## config.mk

```make
export PLATFORM = sky130hd
export DESIGN_NAME = gpodc_top
export DESIGN_NICKNAME = d
export VERILOG_FILES = /design/src/gpodc_pkg.sv /design/src/gpodc_pad_if.sv /design/src/gpodc_pad_drv.sv /design/src/gpodc_top.sv
export VERILOG_INCLUDE_DIRS = /design/src /design/src/src
export SDC_FILE = /design/constraint.sdc
export NUM_CORES = 1
export LEC_CHECK = 0
export BUFFER_PORTS_ARGS = -buffer_cell sky130_fd_sc_hd__buf_2
export CAP_MARGIN = 20
export CORE_UTILIZATION = 35
export CTS_CLUSTER_SIZE = 10
export DETAILED_ROUTE_END_ITERATION = 8
export GPL_TIMING_DRIVEN = 0
export SYNTH_ARGS = -nofsm -noshare
export SYNTH_HDL_FRONTEND = slang
export SYNTH_SLANG_ARGS = --single-unit
```

## constraint.sdc

```tcl
create_clock -name i_clock -period 2.05 [get_ports i_clock]
set_input_delay 0.3075 -clock i_clock [delete_from_list [all_inputs] [get_ports i_clock]]
set_output_delay 0.3075 -clock i_clock [all_outputs]
set_load 0.01 [all_outputs]
```

## src/gpodc_cfg.svh

```systemverilog
// constants for the gpio output drive configuration block
// Behaviour
// The drive-type register sits at offset 0x04 and clears to all zeros on reset.
// Both registers accept byte, half-word and word writes and change only the enabled bytes.
// Drive-type bit y in the low sixteen bits controls pin y, for pins 0 to 15.
// A drive-type bit of 0 means push-pull and 1 means open-drain, with 0 after reset.
// Software keeps the upper sixteen drive-type bits at zero when it writes.
// Drive-type bits and speed fields change only on a software write.
// The speed register sits at offset 0x08 and resets to 0x0C000000 on port A, zero elsewhere.
// Pin y's two-bit speed field occupies bits 2y+1 down to 2y.
// Speed code x0 is 2 MHz, 01 is 10 MHz and 11 is 50 MHz.
// An open-drain pin is pulled low for data 0 and released for data 1.
// A push-pull pin is driven to its data level, low or high.
// Drive settings act only in general output or alternate function mode; otherwise the buffer is off.
// The upper half of the drive-type register reads zero and ignores writes.
`ifndef GPODC_CFG_SVH
`define GPODC_CFG_SVH
// ****************************************
// register map
// ****************************************
`define GPODC_OFS_DRIVE 8'h04
`define GPODC_OFS_SLEW 8'h08
`define GPODC_DRIVE_RST 32'h0000_0000
`define GPODC_SLEW_RST_A 32'h0C00_0000
`define GPODC_SLEW_RST 32'h0000_0000
`define GPODC_DRIVE_MASK 32'h0000_FFFF
`define GPODC_RD_ZERO 32'h0000_0000
// ****************************************
// field encodings
// ****************************************
`define GPODC_OD_BIT 1'b1
`define GPODC_PINS 16
`endif

```

## src/gpodc_pkg.sv

```systemverilog
// types and helpers for the gpio output drive configuration block
`default_nettype none
package gpodc_pkg;
	// pin function field codes
	typedef enum logic [1:0] {
		GPODC_FN_INPUT = 2'b00,
		GPODC_FN_GPO = 2'b01,
		GPODC_FN_AF = 2'b10,
		GPODC_FN_ANALOG = 2'b11
	} gpodc_fn_e;
	// decoded slew speed delivered to the pad
	typedef enum logic [1:0] {
		GPODC_SPD_2M = 2'b00,
		GPODC_SPD_10M = 2'b01,
		GPODC_SPD_50M = 2'b10
	} gpodc_speed_e;
	typedef logic [31:0] gpodc_word_t;

	// merge write data into a register on the enabled byte lanes only
	function automatic gpodc_word_t gpodc_merge(input gpodc_word_t old_v, input gpodc_word_t new_v,
		input logic [3:0] be);
		gpodc_word_t res;
		res = old_v;
		for (int b = 0; b < 4; b++) begin
			if (be[b]) begin
				res[8*b +: 8] = new_v[8*b +: 8];
			end
		end
		return res;
	endfunction : gpodc_merge

	// decode one two-bit speed field
	function automatic gpodc_speed_e gpodc_speed(input logic [1:0] code);
		gpodc_speed_e res;
		res = GPODC_SPD_2M;
		if (code == 2'b01) begin
			res = GPODC_SPD_10M;
		end else if (code == 2'b11) begin
			res = GPODC_SPD_50M;
		end
		return res;
	endfunction : gpodc_speed
endpackage : gpodc_pkg
`default_nettype wire

```

## src/gpodc_pad_if.sv

```systemverilog
// settings and data carried from the register file to the pad driver
`timescale 1ns/1ps
`default_nettype none
interface gpodc_pad_if;
	logic [15:0] drive_type;
	logic [31:0] slew_speed;
	logic [31:0] pin_function;
	logic [15:0] out_data;
	logic [15:0] af_data;
	modport regs (output drive_type, output slew_speed, output pin_function, output out_data, output af_data);
	modport pads (input drive_type, input slew_speed, input pin_function, input out_data, input af_data);
endinterface : gpodc_pad_if
`default_nettype wire

```

## src/gpodc_pad_drv.sv

```systemverilog
// per-pin pad driver control: output enable, level and slew
`timescale 1ns/1ps
`default_nettype none
`include "gpodc_cfg.svh"
module gpodc_pad_drv (
	input wire logic i_clock,
	input wire logic i_rst,
	gpodc_pad_if.pads cfg,
	output logic [15:0] o_pad_out,
	output logic [15:0] o_pad_oe,
	output logic [31:0] o_pad_slew
);
	import gpodc_pkg::*;

	// ****************************************
	// pad control registers
	// ****************************************
	logic [15:0] out_d;
	logic [15:0] oe_d;
	logic [31:0] slew_d;

	// pick data source and driver style per pin
	always_comb begin
		logic [1:0] fn;
		logic dat;
		fn = 2'b00;
		dat = 1'b0;
		out_d = '0;
		oe_d = '0;
		slew_d = '0;
		for (int y = 0; y < `GPODC_PINS; y++) begin
			fn = cfg.pin_function[2*y +: 2];
			dat = (fn == GPODC_FN_AF) ? cfg.af_data[y] : cfg.out_data[y];
			if (fn == GPODC_FN_GPO || fn == GPODC_FN_AF) begin
				slew_d[2*y +: 2] = gpodc_speed(cfg.slew_speed[2*y +: 2]);
				if (cfg.drive_type[y] == `GPODC_OD_BIT) begin
					oe_d[y] = ~dat;
				end else begin
					oe_d[y] = 1'b1;
					out_d[y] = dat;
				end
			end
		end
	end

	// register pad controls; buffer stays off during reset
	always_ff @(posedge i_clock) begin
		if (i_rst) begin
			o_pad_out <= 16'h0000;
			o_pad_oe <= 16'h0000;
			o_pad_slew <= 32'h0000_0000;
		end else begin
			o_pad_out <= out_d;
			o_pad_oe <= oe_d;
			o_pad_slew <= slew_d;
		end
	end

	// ****************************************
	// checks
	// ****************************************
	for (genvar k = 0; k < `GPODC_PINS; k++) begin : g_chk
		chk_od_low_release: assert property (@(posedge i_clock) disable iff (i_rst)
			(cfg.pin_function[2*k +: 2] == GPODC_FN_GPO && cfg.drive_type[k])
			|=> (o_pad_oe[k] == ~$past(cfg.out_data[k]) && !o_pad_out[k]))
			else $error("open-drain pin not pulled low or released");
		chk_pp_level: assert property (@(posedge i_clock) disable iff (i_rst)
			(cfg.pin_function[2*k +: 2] == GPODC_FN_GPO && !cfg.drive_type[k])
			|=> (o_pad_oe[k] && o_pad_out[k] == $past(cfg.out_data[k])))
			else $error("push-pull pin not driven to data level");
		chk_off_mode: assert property (@(posedge i_clock) disable iff (i_rst)
			(cfg.pin_function[2*k] == cfg.pin_function[2*k+1]) |=> !o_pad_oe[k])
			else $error("output buffer on in input or analog mode");
		chk_speed_decode: assert property (@(posedge i_clock) disable iff (i_rst)
			(cfg.pin_function[2*k +: 2] == GPODC_FN_AF && cfg.slew_speed[2*k +: 2] == 2'b11)
			|=> o_pad_slew[2*k +: 2] == GPODC_SPD_50M)
			else $error("speed code 11 not decoded as 50 MHz");
	end
endmodule : gpodc_pad_drv
`default_nettype wire

```

## src/gpodc_top.sv

```systemverilog
// gpio output drive configuration: avalon-mm register file and pad control
//
// Decided for this implementation: the Avalon-MM slave port.
`timescale 1ns/1ps
`default_nettype none
`include "gpodc_cfg.svh"
module gpodc_top #(
	parameter bit PORT_IS_A = 1'b1
) (
	input wire logic i_clock,
	input wire logic i_rst,
	input wire logic [7:0] i_avs_address,
	input wire logic i_avs_read,
	input wire logic i_avs_write,
	input wire logic [3:0] i_avs_byteenable,
	input wire gpodc_pkg::gpodc_word_t i_avs_writedata,
	output gpodc_pkg::gpodc_word_t o_avs_readdata,
	output logic o_avs_waitrequest,
	input wire logic [31:0] i_pin_function,
	input wire logic [15:0] i_out_data,
	input wire logic [15:0] i_af_data,
	output logic [15:0] o_pad_out,
	output logic [15:0] o_pad_oe,
	output logic [31:0] o_pad_slew,
	output logic [15:0] o_drive_type,
	output logic [31:0] o_slew_speed
);
	import gpodc_pkg::*;

	// ****************************************
	// bus slave handshake
	// ****************************************
	// one wait cycle per access keeps read data registered ahead of the accepting edge
	logic commit;
	logic req;
	gpodc_word_t rd_d;
	gpodc_word_t drive_q;
	gpodc_word_t slew_q;

	assign req = i_avs_read | i_avs_write;
	assign commit = req & ~o_avs_waitrequest;

	// read mux; unmapped addresses read zero
	always_comb begin
		case (i_avs_address)
			`GPODC_OFS_DRIVE: rd_d = drive_q & `GPODC_DRIVE_MASK;
			`GPODC_OFS_SLEW: rd_d = slew_q;
			default: rd_d = `GPODC_RD_ZERO;
		endcase
	end

	// waitrequest drops for exactly the accepting cycle
	always_ff @(posedge i_clock) begin
		if (i_rst) begin
			o_avs_waitrequest <= 1'b1;
		end else begin
			o_avs_waitrequest <= ~(req & o_avs_waitrequest);
		end
	end

	// read data loaded during the wait cycle, stable at the accepting edge
	always_ff @(posedge i_clock) begin
		if (i_rst) begin
			o_avs_readdata <= `GPODC_RD_ZERO;
		end else if (req & o_avs_waitrequest) begin
			o_avs_readdata <= rd_d;
		end
	end

	// ****************************************
	// configuration registers
	// ****************************************
	// drive type; upper half never stored so it cannot leak to a read
	always_ff @(posedge i_clock) begin
		if (i_rst) begin
			drive_q <= `GPODC_DRIVE_RST;
		end else if (commit & i_avs_write & (i_avs_address == `GPODC_OFS_DRIVE)) begin
			drive_q <= gpodc_merge(drive_q, i_avs_writedata, i_avs_byteenable) & `GPODC_DRIVE_MASK;
		end
	end

	// slew speed; port a powers up with debug pin 13 at the fast setting
	always_ff @(posedge i_clock) begin
		if (i_rst) begin
			slew_q <= PORT_IS_A ? `GPODC_SLEW_RST_A : `GPODC_SLEW_RST;
		end else if (commit & i_avs_write & (i_avs_address == `GPODC_OFS_SLEW)) begin
			slew_q <= gpodc_merge(slew_q, i_avs_writedata, i_avs_byteenable);
		end
	end

	// raw register view for other logic of the port
	always_ff @(posedge i_clock) begin
		if (i_rst) begin
			o_drive_type <= 16'h0000;
			o_slew_speed <= 32'h0000_0000;
		end else begin
			o_drive_type <= drive_q[15:0];
			o_slew_speed <= slew_q;
		end
	end

	// ****************************************
	// pad driver
	// ****************************************
	gpodc_pad_if pad_cfg ();
	assign pad_cfg.drive_type = drive_q[15:0];
	assign pad_cfg.slew_speed = slew_q;
	assign pad_cfg.pin_function = i_pin_function;
	assign pad_cfg.out_data = i_out_data;
	assign pad_cfg.af_data = i_af_data;

	gpodc_pad_drv u_pad_drv (
		.i_clock(i_clock),
		.i_rst(i_rst),
		.cfg(pad_cfg),
		.o_pad_out(o_pad_out),
		.o_pad_oe(o_pad_oe),
		.o_pad_slew(o_pad_slew)
	);

	// ****************************************
	// checks
	// ****************************************
	// looked at on the first edge after release, so the very first edge of the run cannot see an unset register
	chk_drive_reset_zero: assert property (@(posedge i_clock)
		($past(i_rst) && !i_rst) |-> drive_q == `GPODC_DRIVE_RST)
		else $error("drive type not zero after reset");
	chk_slew_reset_val: assert property (@(posedge i_clock)
		($past(i_rst) && !i_rst) |-> slew_q == (PORT_IS_A ? `GPODC_SLEW_RST_A : `GPODC_SLEW_RST))
		else $error("speed register wrong after reset");
	chk_upper_zero: assert property (@(posedge i_clock) disable iff (i_rst)
		(commit & i_avs_read & (i_avs_address == `GPODC_OFS_DRIVE)) |-> o_avs_readdata[31:16] == 16'h0000)
		else $error("drive type upper half reads non-zero");
	chk_byte_lanes: assert property (@(posedge i_clock) disable iff (i_rst)
		(commit & i_avs_write & (i_avs_address == `GPODC_OFS_SLEW) & !i_avs_byteenable[3])
		|=> slew_q[31:24] == $past(slew_q[31:24]))
		else $error("disabled byte lane of speed register changed");
	chk_write_lands: assert property (@(posedge i_clock) disable iff (i_rst)
		(commit & i_avs_write & (i_avs_address == `GPODC_OFS_DRIVE) & i_avs_byteenable[0])
		|=> drive_q[7:0] == $past(i_avs_writedata[7:0]))
		else $error("enabled byte lane of drive type not written");
	chk_hold_value: assert property (@(posedge i_clock) disable iff (i_rst)
		!(commit & i_avs_write) |=> $stable(drive_q) && $stable(slew_q))
		else $error("configuration changed without a write");
	chk_wait_pulse: assert property (@(posedge i_clock) disable iff (i_rst)
		(req & o_avs_waitrequest) |=> !o_avs_waitrequest ##1 o_avs_waitrequest)
		else $error("waitrequest not low for exactly one cycle");
endmodule : gpodc_top
`default_nettype wire

```

---- Yosys cells after proc, flatten, opt, wreduce, memory -nomap -nowiden ----
Cells that the tools add are included.
storage, ports and cells
  bits of input ports ..................... 112
  word-level logic and storage cells ...... 315
  bits in registers ....................... 193
  output and inout bits ................... 145
operators by class
  muxes and demuxes ....................... 65
  eq/ne operators ......................... 66
  reductions and logical operators ........ 70
  bitwise gates (word level) .............. 40
operators by type and width
  kind                count
  $reduce_or 3->1     32
  $eq 2x1->1 const B  32
  $eq 2x2->1 const B  32
  $pmux 32 s2         1
  $mux 1              48
  $not 1->1           34
  $mux 2              16
  $reduce_or 2->1     16
  $logic_or 1x1->1    16
  $reduce_and 2->1    6
  $eq 8x3->1 const B  1
  $eq 8x4->1 const B  1
  $and 1x1->1         5
  $or 1x1->1          1

---- Longest topological paths before layout ----
Gate-level depths: netlist of the first run.
  depth in word-level cells ............... 5
  depth in mapped cells ................... 6
  gate-level depth less buffers ........... 5

---- Cells and area by module ----
A second synthesis of the first run with hierarchy kept.
unflattened totals
  cells, all modules ...................... 613
  area, all modules ....................... 6597.6 um^2
modules (own cells, without submodules)
  module         cells each  seq. area each (um^2)  instances  area an instance (um^2)
  gpodc_top      400         2582.5                 1          4217.8
  gpodc_pad_drv  213         1281.2                 1          2379.8

---- Least setup slack after synthesis of the first run ----
No wires, ideal clock.
  kind .................................... input -> register
  start ................................... in i_avs_address[5]
  end ..................................... reg drive_q[0]
  buffers on the path ..................... 0
  cell stages on the path ................. 3
  slack ................................... 0.276 ns
  arrival ................................. 1.702 ns
  library setup time ...................... 0.072 ns
  data required time ...................... 1.978 ns
  cell sequence ........................... or4_4 -> nor4_4 -> mux2i_1
between the ends
  cells in the longest elaborated chain, start to end .. 3
RTL lines
  element                            line             RTL
  start, declared                    gpodc_top.sv:12  input wire logic [7:0] i_avs_address,
  $eq 8x3->1 (no source line)        --
  $and 1x1->1                        gpodc_top.sv:77  end else if (commit & i_avs_write & (i_avs_address == `GPODC_OFS_DRIVE)) begin
  $reduce_and 2->1 (no source line)  --
  end signal, assigned               gpodc_top.sv:76  drive_q <= `GPODC_DRIVE_RST;
  end signal, assigned               gpodc_top.sv:78  drive_q <= gpodc_merge(drive_q, i_avs_writedata, i_avs_byteenable) & `GPODC_DRIVE_MASK;
  end, declared                      gpodc_top.sv:37  gpodc_word_t drive_q;
No other way between the ends.
A chain may end at the register's enable or synchronous reset.

---- Worst setup path after layout of the first run ----
  start ................................... in i_avs_address[5]
  end ..................................... reg slew_q[19], in the netlist pad_cfg.slew_speed[19]
between the ends
  cells in the longest elaborated chain, start to end .. 3
RTL lines
  element                            line             RTL
  $eq 8x4->1                         --
  $and 1x1->1                        gpodc_top.sv:86  end else if (commit & i_avs_write & (i_avs_address == `GPODC_OFS_SLEW)) begin
  $reduce_and 2->1 (no source line)  --
  end signal, assigned               gpodc_top.sv:85  slew_q <= PORT_IS_A ? `GPODC_SLEW_RST_A : `GPODC_SLEW_RST;
  end signal, assigned               gpodc_top.sv:87  slew_q <= gpodc_merge(slew_q, i_avs_writedata, i_avs_byteenable);
  end, declared                      gpodc_top.sv:38  gpodc_word_t slew_q;
No other way between the ends.

==> results of run 1 <==
## flip-flops by register name, indices dropped and copies added (netlist names), 16 cells and up
signal and count:
o_slew_speed 32, pad_cfg.slew_speed 32, u_pad_drv.o_pad_out 16, u_pad_drv.o_pad_slew 32, u_pad_drv.o_pad_oe 16, o_avs_readdata 32, o_drive_type 16, drive_q 16
## cells in the final DEF, fill, tap and decap left out, types with 17 or more instances in the layout
cell and n:
dfxtp_1 193, clkbuf_1 22, nand2b_1 50, nor2_1 22, mux2_2 30, nand4_1 18, nor2b_1 31, buf_2 257
inv_1 48, mux2i_1 34, clkbuf_16 17, nand2_1 25
## stage by stage
stage          setup TNS (ps)  worst slack (ps)
2_1_floorplan               0             276.3
3_3_place_gp           -27030            -598.5
3_5_place_dp           -28740            -587.7
4_1_cts                     0             31.49
5_1_grt                     0             14.15
6_report                    0             134.4
## worst paths after layout
kind / from / to / cells after the start
max: i_avs_address[5] / pad_cfg.slew_speed[19] / 5
min: i_avs_writedata[26] / pad_cfg.slew_speed[26] / 3
max reg2reg: o_avs_waitrequest / o_avs_readdata[8] / 4
min reg2reg: o_avs_readdata[19] / o_avs_readdata[19] / 2
## power groups by stage
stage	Clock (mW)	Combinational, mW	Sequential, mW
after floorplan	0	0.226	3.92
after global placement	0	0.499	3.89
after global routing	3.49	0.548	3.81
final	3.25	0.493	3.81
after CTS	3.32	0.502	3.81
after detailed placement	0	0.502	3.89
## cells by family after synthesis
kind of cell / Yosys count / synth area share, %
and+or+nand+nor: 213 / 20.43
DFF: 193 / 56.79
buffers and inverters: 78 / 4.395
muxes: 64 / 9.967
AOI/OAI and AO/OA: 50 / 5.480
adders and majority gates: 16 / 2.942
## worst min-delay path, delay by kind of cell
kind,cells,cell delay (ps)
buffers and inverters,1,80
multiplexers,1,100
AND/OR/NAND/NOR,1,40
## per-layer routing
layer / share of wire [%] / vias to the layer above / global-route usage (%)
li1: - / 2658 / -
met1: 44 / 2445 / 23.35
met2: 47 / 193 / 32.26
met3: 7.5 / 22 / 6.345
met4: 1.4 / 2 / 6.452
met5: 0.063 / - / 0
## area by class of cell
class | instances | area, um^2 | area share (%)
Sequential cell | 193 | 3864 | 43.01
Multi-Input combinational cell | 343 | 2649 | 29.48
Timing Repair Buffer | 255 | 1276 | 14.21
Clock buffer | 19 | 442.9 | 4.930
Tap cell | 260 | 325.3 | 3.621
Inverter | 48 | 180.2 | 2.006
Clock inverter | 13 | 128.9 | 1.435
Buffer | 29 | 117.6 | 1.309
==> summary.txt, run 1 <==
grt ovf - 0
PostCTS Resize Cnt - 2
die area - 20000 um^2
Clock Path Buffers - 2
clk_lat worst skew - 430 ps
slowest stage delay, CP - 550 ps
Post-DP HPWL - 14500 um
starting DRC count in detailed routing - 200
worst-margin pin slew - 858.5 ps
critical path cell sequence - buf_2 -> nor4_1 -> buf_2 -> nand4_1 -> mux2_2
CTS buffer count - 17
Setup Crit Path Kind - in2reg
max-slew violations - 0
Mapped Nets - 742
first-pass GRT wire length - 28710 um
fin util - 47.55%
Hold Crit Class - in2reg
total power - 7.554 mW
IO Pins - 257
Initial Util - 36.01%
Reg2Reg Setup Slack - 170 ps
Post-Syn Area per Cell - 11.08 um^2
# Post-CTS Setup Buffers - 0
Hold Buf Count CTS - 0
slowest CP cell - nor4_1
CTS Root Cell - clkbuf_16
Final Hold Violating Endpoints - 0
FF+latch count, synth - 193
top post-synthesis cells by area - dfxtp_1 57%, mux2i_1 5.0%, mux2_2 5.0%
Finished Cell Area - 8984 um^2
Total GRT Usage - 19.30%
Die Width - 141.4 um
final layout net count - 1015
Gate power share - 6.5%
Cell Rows - 50
YS warnings - 0
GPL Wtd Cong - 0.8181
crit path time final - 1916 ps
LEAKAGE - 4.541 nW
most frequent cells after synthesis - 193 x dfxtp_1, 50 x nand2b_1, 48 x inv_1
most frequent CP cell - buf_2
max-cap viol count - 0
sequential power share - 50.4%
Synth top area share - 56.79%
worst hold slack - 139.2 ps
DRT Pass-1 Iters - 4
htree depth - 4
Placed Instances - 1129
layout cells sized above 1 - 36.67%
Vias/cell - 4.586
status - finished, final reports clean
final setup vio count - 0
wire per inst - 16.43 um
cell family with most CP delay - simple AND/OR/NAND/NOR gates
Final Skew - 8.367 ps
maximum vdd drop - 0.5455 mV
DRT antenna net count - 0
fillcell total - 1841
Required @ worst endpoint - 2370 ps
P&R area growth vs syn - 32.03%
Antenna Cells - 0
Synth area leader - dfxtp_1
Synth async-reset ratio - 0%
most used flip-flop cell after synthesis - dfxtp_1
most common cell in the netlist - dfxtp_1
Buf+Inv Stages, Crit Path - 2
CTS tree - done
final WL - 19060 um
synth unique cells - 32
Placed Area - 8406 um^2
Worst setup SP type - input port
Vias - 5320
Tcrit/Tclk final - 93.44%
die height - 141.4 um
DRC - 0
Worst-path clk slew - 60 ps
Clk network pwr share - 43.1%
EDFF count, synth - 0
Net Sw Power - 1.804 mW
vias in the first global route - 5216
register area share after synthesis - 56.79%
Slew HR - 42.33%
Synth Instances - 614
largest net degree at the start of global routing - 18
CP arrival - 2230 ps
Int Power - 5.751 mW
initial antenna violation count - 1
CORE AREA - 18890 um^2
worst-path fanout max - 10
RSZ-0062 raised after global routing - no
fin cells - 1160
Max Fclk - 522.0 MHz
post-synthesis cell area - 6804 um^2
clock sinks - 193
PD cells - 840.9 nW/um^2
Sw Ratio - 23.88%
port bufs - 255
CP Capture Type - flop
Note: power is estimated with default switching activity, not from simulation.
==> inputs of run 2 (changes only) <==
--- a/config.mk
+++ b/config.mk
@@ -12,6 +12,7 @@
 export CTS_CLUSTER_SIZE = 10
 export DETAILED_ROUTE_END_ITERATION = 8
 export GPL_TIMING_DRIVEN = 0
+export PLACE_DENSITY = 0.71
 export SYNTH_ARGS = -nofsm -noshare
 export SYNTH_HDL_FRONTEND = slang
 export SYNTH_SLANG_ARGS = --single-unit
==> run 2 against run 1 <==
Against the previous run:
- critical path depth shrank 1
- sequential power is essentially flat
- clock-buffer cell count shrank 2
- non-clock buffer count is the same
- global-route usage shrank 0.29 points
- combinational power grew 2%
- sequential cell count is the same
- first-iteration DRC count shrank 7.5%
- power grew 0.52%
- setup slack gained 1.2 ps
- via count grew 1.1%
- largest power group unchanged
==> summary.txt, run 2 (synthesized netlist as in run 1, its figures left out) <==
status - finished, final reports clean (unchanged)
first-pass GRT wire length - 28640 um (was 28710 um)
max-slew violations - 0 (unchanged)
GPL Wtd Cong - 0.7750 (was 0.8181)
Place WS - -790.1 ps (was -587.7 ps)
most frequent cells in the layout - 258 x buf_2, 193 x dfxtp_1, 50 x nand2b_1, 48 x inv_1, 34 x mux2i_1 (was 257 x buf_2, 193 x dfxtp_1, 50 x nand2b_1, 48 x inv_1, 34 x mux2i_1)
htree depth - 4 (unchanged)
die height - 141.4 um (unchanged)
vias in the first global route - 5245 (was 5216)
Antenna Cells - 0 (unchanged)
Max Fclk - 522.4 MHz (was 522.0 MHz)
layout cells sized above 1 - 36.93% (was 36.67%)
Tcrit/Tclk final - 93.38% (was 93.44%)
initial antenna violation count - 0 (was 1)
CORE AREA - 18890 um^2 (unchanged)
GR Layer Usage met3 - 4.995% (was 6.345%)
met2 global-route usage - 32.13% (was 32.26%)
CP Capture Type - flop (unchanged)
DRT antenna net count - 0 (unchanged)
Worst setup SP type - flop (was input port)
Worst-path clk slew - 70 ps (was 60 ps)
hold-critical path depth - 3 (unchanged)
Placed Instances - 1129 (unchanged)
final setup vio count - 0 (unchanged)
Die Width - 141.4 um (unchanged)
maximum vdd drop - 0.5163 mV (was 0.5455 mV)
most common cell after layout, fill and taps aside - buf_2 (unchanged)
IO Pins - 257 (unchanged)
starting DRC count in detailed routing - 185 (was 200)
Post-DP HPWL - 14360 um (was 14500 um)
# Post-CTS Setup Buffers - 0 (unchanged)
Slew HR - 40.09% (was 42.33%)
Cell Rows - 50 (unchanged)
clock sinks - 193 (unchanged)
source of the worst hold timing path - i_avs_writedata[27] (was i_avs_writedata[26])
fin util - 47.55% (unchanged)
Total GRT Usage - 19.01% (was 19.30%)
grt ovf - 0 (unchanged)
DRC - 0 (unchanged)
Final Hold Violating Endpoints - 0 (unchanged)
Vias/cell - 4.642 (was 4.586)
clk_lat worst skew - 430 ps (about the same)
Clock Path Buffers - 2 (unchanged)
GR Layer Usage met1 - 23.83% (was 23.35%)
worst-path fanout max - 8 (was 10)
Hold Path Sink - pad_cfg.slew_speed[27] (was pad_cfg.slew_speed[26])
Final Skew - 9.314 ps (was 8.367 ps)
Setup Crit Path Kind - reg2reg (was in2reg)
Initial Util - 36.01% (unchanged)
Required @ worst endpoint - 2360 ps (was 2370 ps)
port bufs - 255 (unchanged)
LEAKAGE - 4.551 nW (was 4.541 nW)
DRT Pass-1 Iters - 5 (was 4)
final layout net count - 1015 (unchanged)
CTS buffer count - 17 (unchanged)
die area - 20000 um^2 (unchanged)
FF/Latch Area - 3864 um^2 (unchanged)
CP arrival - 2220 ps (was 2230 ps)
Multi-input gate area - 2649 um^2 (unchanged)
final setup TNS - 0 ps (unchanged)
largest net degree at the start of global routing - 19 (was 18)
Vias - 5380 (was 5320)
GR peak layer - met2 (unchanged)
P&R area growth vs syn - 32.03% (unchanged)
wire per inst - 16.29 um (was 16.43 um)
reg2reg path depth - 4 (unchanged)
PD cells - 845.3 nW/um^2 (was 840.9 nW/um^2)
worst-margin pin slew - 892.0 ps (was 858.5 ps)
Hold Crit Class - in2reg (unchanged)
fillcell total - 1804 (was 1841)
setup ws final - 135.6 ps (was 134.4 ps)
final WL - 18880 um (was 19060 um)
worst r2r src - o_avs_waitrequest (unchanged)
CTS Root Cell - clkbuf_16 (unchanged)
Worst Setup SP - o_avs_waitrequest (was i_avs_address[5])
CTS tree - done (unchanged)
Reg2Reg Setup Slack - 140 ps (was 170 ps)
worst r2r dst - pad_cfg.slew_speed[29] (was o_avs_readdata[8])
RSZ-0062 raised after global routing - no (unchanged)
fin cells - 1159 (was 1160)
max-cap viol count - 0 (unchanged)
crit path time final - 1914 ps (was 1916 ps)
==> run 2: worst max path at each step <==
stage,to,slack (ps),cells after the start
6_report,pad_cfg.slew_speed[29],140,4
4_1_cts,o_avs_readdata[12],20,5
2_1_floorplan,drive_q[0],280,3
3_5_place_dp,u_pad_drv.o_pad_oe[14],-790,5
3_3_place_gp,u_pad_drv.o_pad_oe[12],-820,5
5_1_grt,o_avs_readdata[30],3,5
==> run 2: critical path, cell delays in order (launching register included) <==
cell	delay (ps)
dfxtp_1	350
nor2b_1	110
clkbuf_1	240
nand4_1	580
mux2_2	510
==> run 2: routing by layer <==
layer	up-vias	wire, um
met4	0	229
met2	187	8985
met1	2518	8451
li1	2653	-
met3	22	1213
met5	-	0
==> run 2: layout make-up <==
class	count	share of cell area [%]
buffer	29	1.337
clock buffer	17	4.735
clock inverter	14	1.602
inverter	48	2.006
multi-input combinational	343	29.48
sequential	193	43.01
tap	260	3.621
timing repair buffer	255	14.21
==> run 2: metrics by stage <==
stage	total power [mW]	hold slack (ps)	instance area, um^2
finish	7.594	149.2	8984
floorplan	4.149	416.2	6804
global placement	4.399	435.2	8406
global route	7.865	132.0	8984
detailed placement	4.406	443.3	8406
CTS	7.652	130.8	8975
==> run 2: timing repair <==
| item | in CTS | in global routing |
|---|---|---|
| endpoints found under the setup margin | 33 | 30 |
| hold buffers | 0 | 0 |
| gates cloned | 0 | 0 |
| gates resized for setup | 3 | 4 |
==> run 2: power by group <==
part / switching (mW) / internal (mW) / total, mW
logic: 0.283 / 0.221 / 0.504
clock network: 1.56 / 1.72 / 3.28
registers: 0.0114 / 3.79 / 3.81
==> inputs of run 3 (changes only) <==
--- a/config.mk
+++ b/config.mk
@@ -13,6 +13,7 @@
 export DETAILED_ROUTE_END_ITERATION = 8
 export GPL_TIMING_DRIVEN = 0
 export PLACE_DENSITY = 0.71
+export REMOVE_ABC_BUFFERS = 1
 export SYNTH_ARGS = -nofsm -noshare
 export SYNTH_HDL_FRONTEND = slang
 export SYNTH_SLANG_ARGS = --single-unit
==> run 3 against run 2 <==
Against the previous run:
- sequential share of layout area is 0.25 points lower
- die area is the same
- non-clock buffer count shrank 19
- clock power increased by 3%
- clock-buffer cell count increased by 5
- cell area increased by 0.58%
- hold slack better by 0.92 ps
- critical path type is now in2reg
==> summary.txt, run 3 (synthesized netlist as in run 1, its figures left out) <==
status - finished, final reports clean (unchanged)
layout cells sized above 1 - 38.25% (was 36.93%)
Clock Path Buffers - 2 (unchanged)
Vias/cell - 4.595 (was 4.642)
Hold Buf Count CTS - 0 (unchanged)
Total GRT Usage - 17.09% (was 19.01%)
first-pass GRT wire length - 26320 um (was 28640 um)
worst-path fanout max - 8 (unchanged)
vias in the first global route - 5068 (was 5245)
Final Skew - 9.516 ps (was 9.314 ps)
most frequent cells in the layout - 255 x buf_2, 193 x dfxtp_1, 50 x nand2b_1, 48 x inv_1, 34 x mux2i_1 (was 258 x buf_2, 193 x dfxtp_1, 50 x nand2b_1, 48 x inv_1, 34 x mux2i_1)
CP Capture Type - flop (unchanged)
LEAKAGE - 4.580 nW (was 4.551 nW)
Clk network pwr share - 44.0% (was 43.2%)
htree depth - 4 (unchanged)
Hold Crit Class - in2reg (unchanged)
die area - 20000 um^2 (unchanged)
most common cell after layout, fill and taps aside - buf_2 (unchanged)
Setup Crit Path Kind - in2reg (was reg2reg)
Int Power - 5.967 mW (was 5.734 mW)
final setup vio count - 0 (unchanged)
port bufs - 256 (was 255)
Vias - 5248 (was 5380)
Post-DP HPWL - 12510 um (was 14360 um)
worst hold slack - 150.1 ps (was 149.2 ps)
P&R area growth vs syn - 32.81% (was 32.03%)
sequential power share - 49.7% (was 50.1%)
maximum vdd drop - 0.5057 mV (was 0.5163 mV)
fillcell total - 1796 (was 1804)
max-cap viol count - 0 (unchanged)
CTS buffer count - 17 (unchanged)
grt ovf - 0 (unchanged)
Slew HR - 32.95% (was 40.09%)
PD cells - 848.5 nW/um^2 (was 845.3 nW/um^2)
CTS Root Cell - clkbuf_16 (unchanged)
Gate power share - 6.3% (was 6.6%)
Worst-path clk slew - 70 ps (about the same)
CTS tree - done (unchanged)
RSZ-0062 raised after global routing - no (unchanged)
worst-margin pin slew - 998.2 ps (was 892.0 ps)
wire per inst - 14.91 um (was 16.29 um)
Sw Ratio - 22.18% (was 24.49%)
die height - 141.4 um (unchanged)
Final Hold Violating Endpoints - 0 (unchanged)
final layout net count - 996 (was 1015)
Net Sw Power - 1.701 mW (was 1.860 mW)
CP arrival - 2190 ps (was 2220 ps)
DRT Pass-1 Iters - 4 (was 5)
Tcrit/Tclk final - 91.92% (was 93.38%)
Max Fclk - 530.7 MHz (was 522.4 MHz)
total power - 7.667 mW (was 7.594 mW)
max-slew violations - 0 (unchanged)
Worst setup SP type - input port (was flop)
slowest stage delay, CP - 560 ps (was 580 ps)
GPL Wtd Cong - 0.7426 (was 0.7750)
fin util - 47.83% (was 47.55%)
CORE AREA - 18890 um^2 (unchanged)
IO Pins - 257 (unchanged)
largest net degree at the start of global routing - 83 (was 19)
Cell Rows - 50 (unchanged)
clock sinks - 193 (unchanged)
initial antenna violation count - 1 (was 0)
crit path time final - 1884 ps (was 1914 ps)
slowest CP cell - nor4_4 (was nand4_1)
starting DRC count in detailed routing - 146 (was 185)
DRC - 0 (unchanged)
Initial Util - 36.01% (unchanged)
final WL - 17030 um (was 18880 um)
Die Width - 141.4 um (unchanged)
clk_lat worst skew - 420 ps (was 430 ps)
critical path cell sequence - buf_2 -> nor4_4 -> buf_4 -> nand4_1 -> mux2_2 (was nor2b_1 -> clkbuf_1 -> nand4_1 -> mux2_2)
DRT antenna net count - 0 (unchanged)
Required @ worst endpoint - 2360 ps (about the same)
## run 3: changes by cell type in the layout (fill, tap and decap cells not counted), sizes merged
cell / delta
clkbuf: -18
inv: -5
buf: +4
bufinv: +1
clkinv: +1
clkinvlp: -1
diode: +1
## run 3: layout make-up
class,count,area [um^2],share of cell area [%]
clock buffer,22,484.2,5.359
inverter,48,180.2,1.994
multi-input combinational,343,2680,29.66
tap,260,325.3,3.600
antenna,1,2.502,0.02769
timing repair buffer,265,1379,15.26
clock inverter,10,121.4,1.343
sequential,193,3864,42.76
## run 3: repair_timing
action | CTS | global route
setup buffers | 1 | 1
hold endpoints to repair | 0 | 0
setup endpoints to repair | 30 | 8
gates resized for setup | 4 | 0
cloned | 0 | 0
pin swaps | 1 | 1
## run 3: path summary, 6_finish.rpt
kind                             from                endpoint  slack (ps)  depth (start not counted)
setup / recovery     i_avs_address[5]  pad_cfg.slew_speed[28]         170                          5
setup reg to reg    o_avs_waitrequest  pad_cfg.slew_speed[28]         190                          3
hold reg to reg    o_avs_readdata[21]      o_avs_readdata[21]         450                          2
hold / removal    i_avs_writedata[26]  pad_cfg.slew_speed[26]         150                          3
## run 3: through the flow
step           cells  TNS, ps  worst slack [ps]  instance area [um^2]
5_1_grt         1141        0             20.00                  9034
3_5_place_dp    1107   -29860            -830.5                  8388
6_report        1142        0             165.5                  9036
2_1_floorplan    584   -59480             -1314                  6685
4_1_cts         1140        0             33.93                  9026
3_3_place_gp    1100  -269380             -3624                  8292
## run 3: metal layers
layer	vias up	share of wire, %	global-route usage, %
li1	2618	-	-
met4	0	1.3	5.999
met5	-	0	0
met2	148	49	29.65
met3	17	4.8	3.982
met1	2465	45	20.71
## run 3: worst max-delay path: cells and delay by family
kind          cells  cell delay [ps]
buf+inv           2              380
mux               1              460
simple gates      2             1030
## run 3: power groups by stage
stage               Clock [mW]  Sequential (mW)  Combinational, mW
CTS                       3.46             3.81              0.492
global placement             0             3.89              0.464
detailed placement           0             3.90              0.484
floorplan                    0             3.92              0.185
finish                    3.37             3.81              0.484
global route              3.62             3.81              0.534
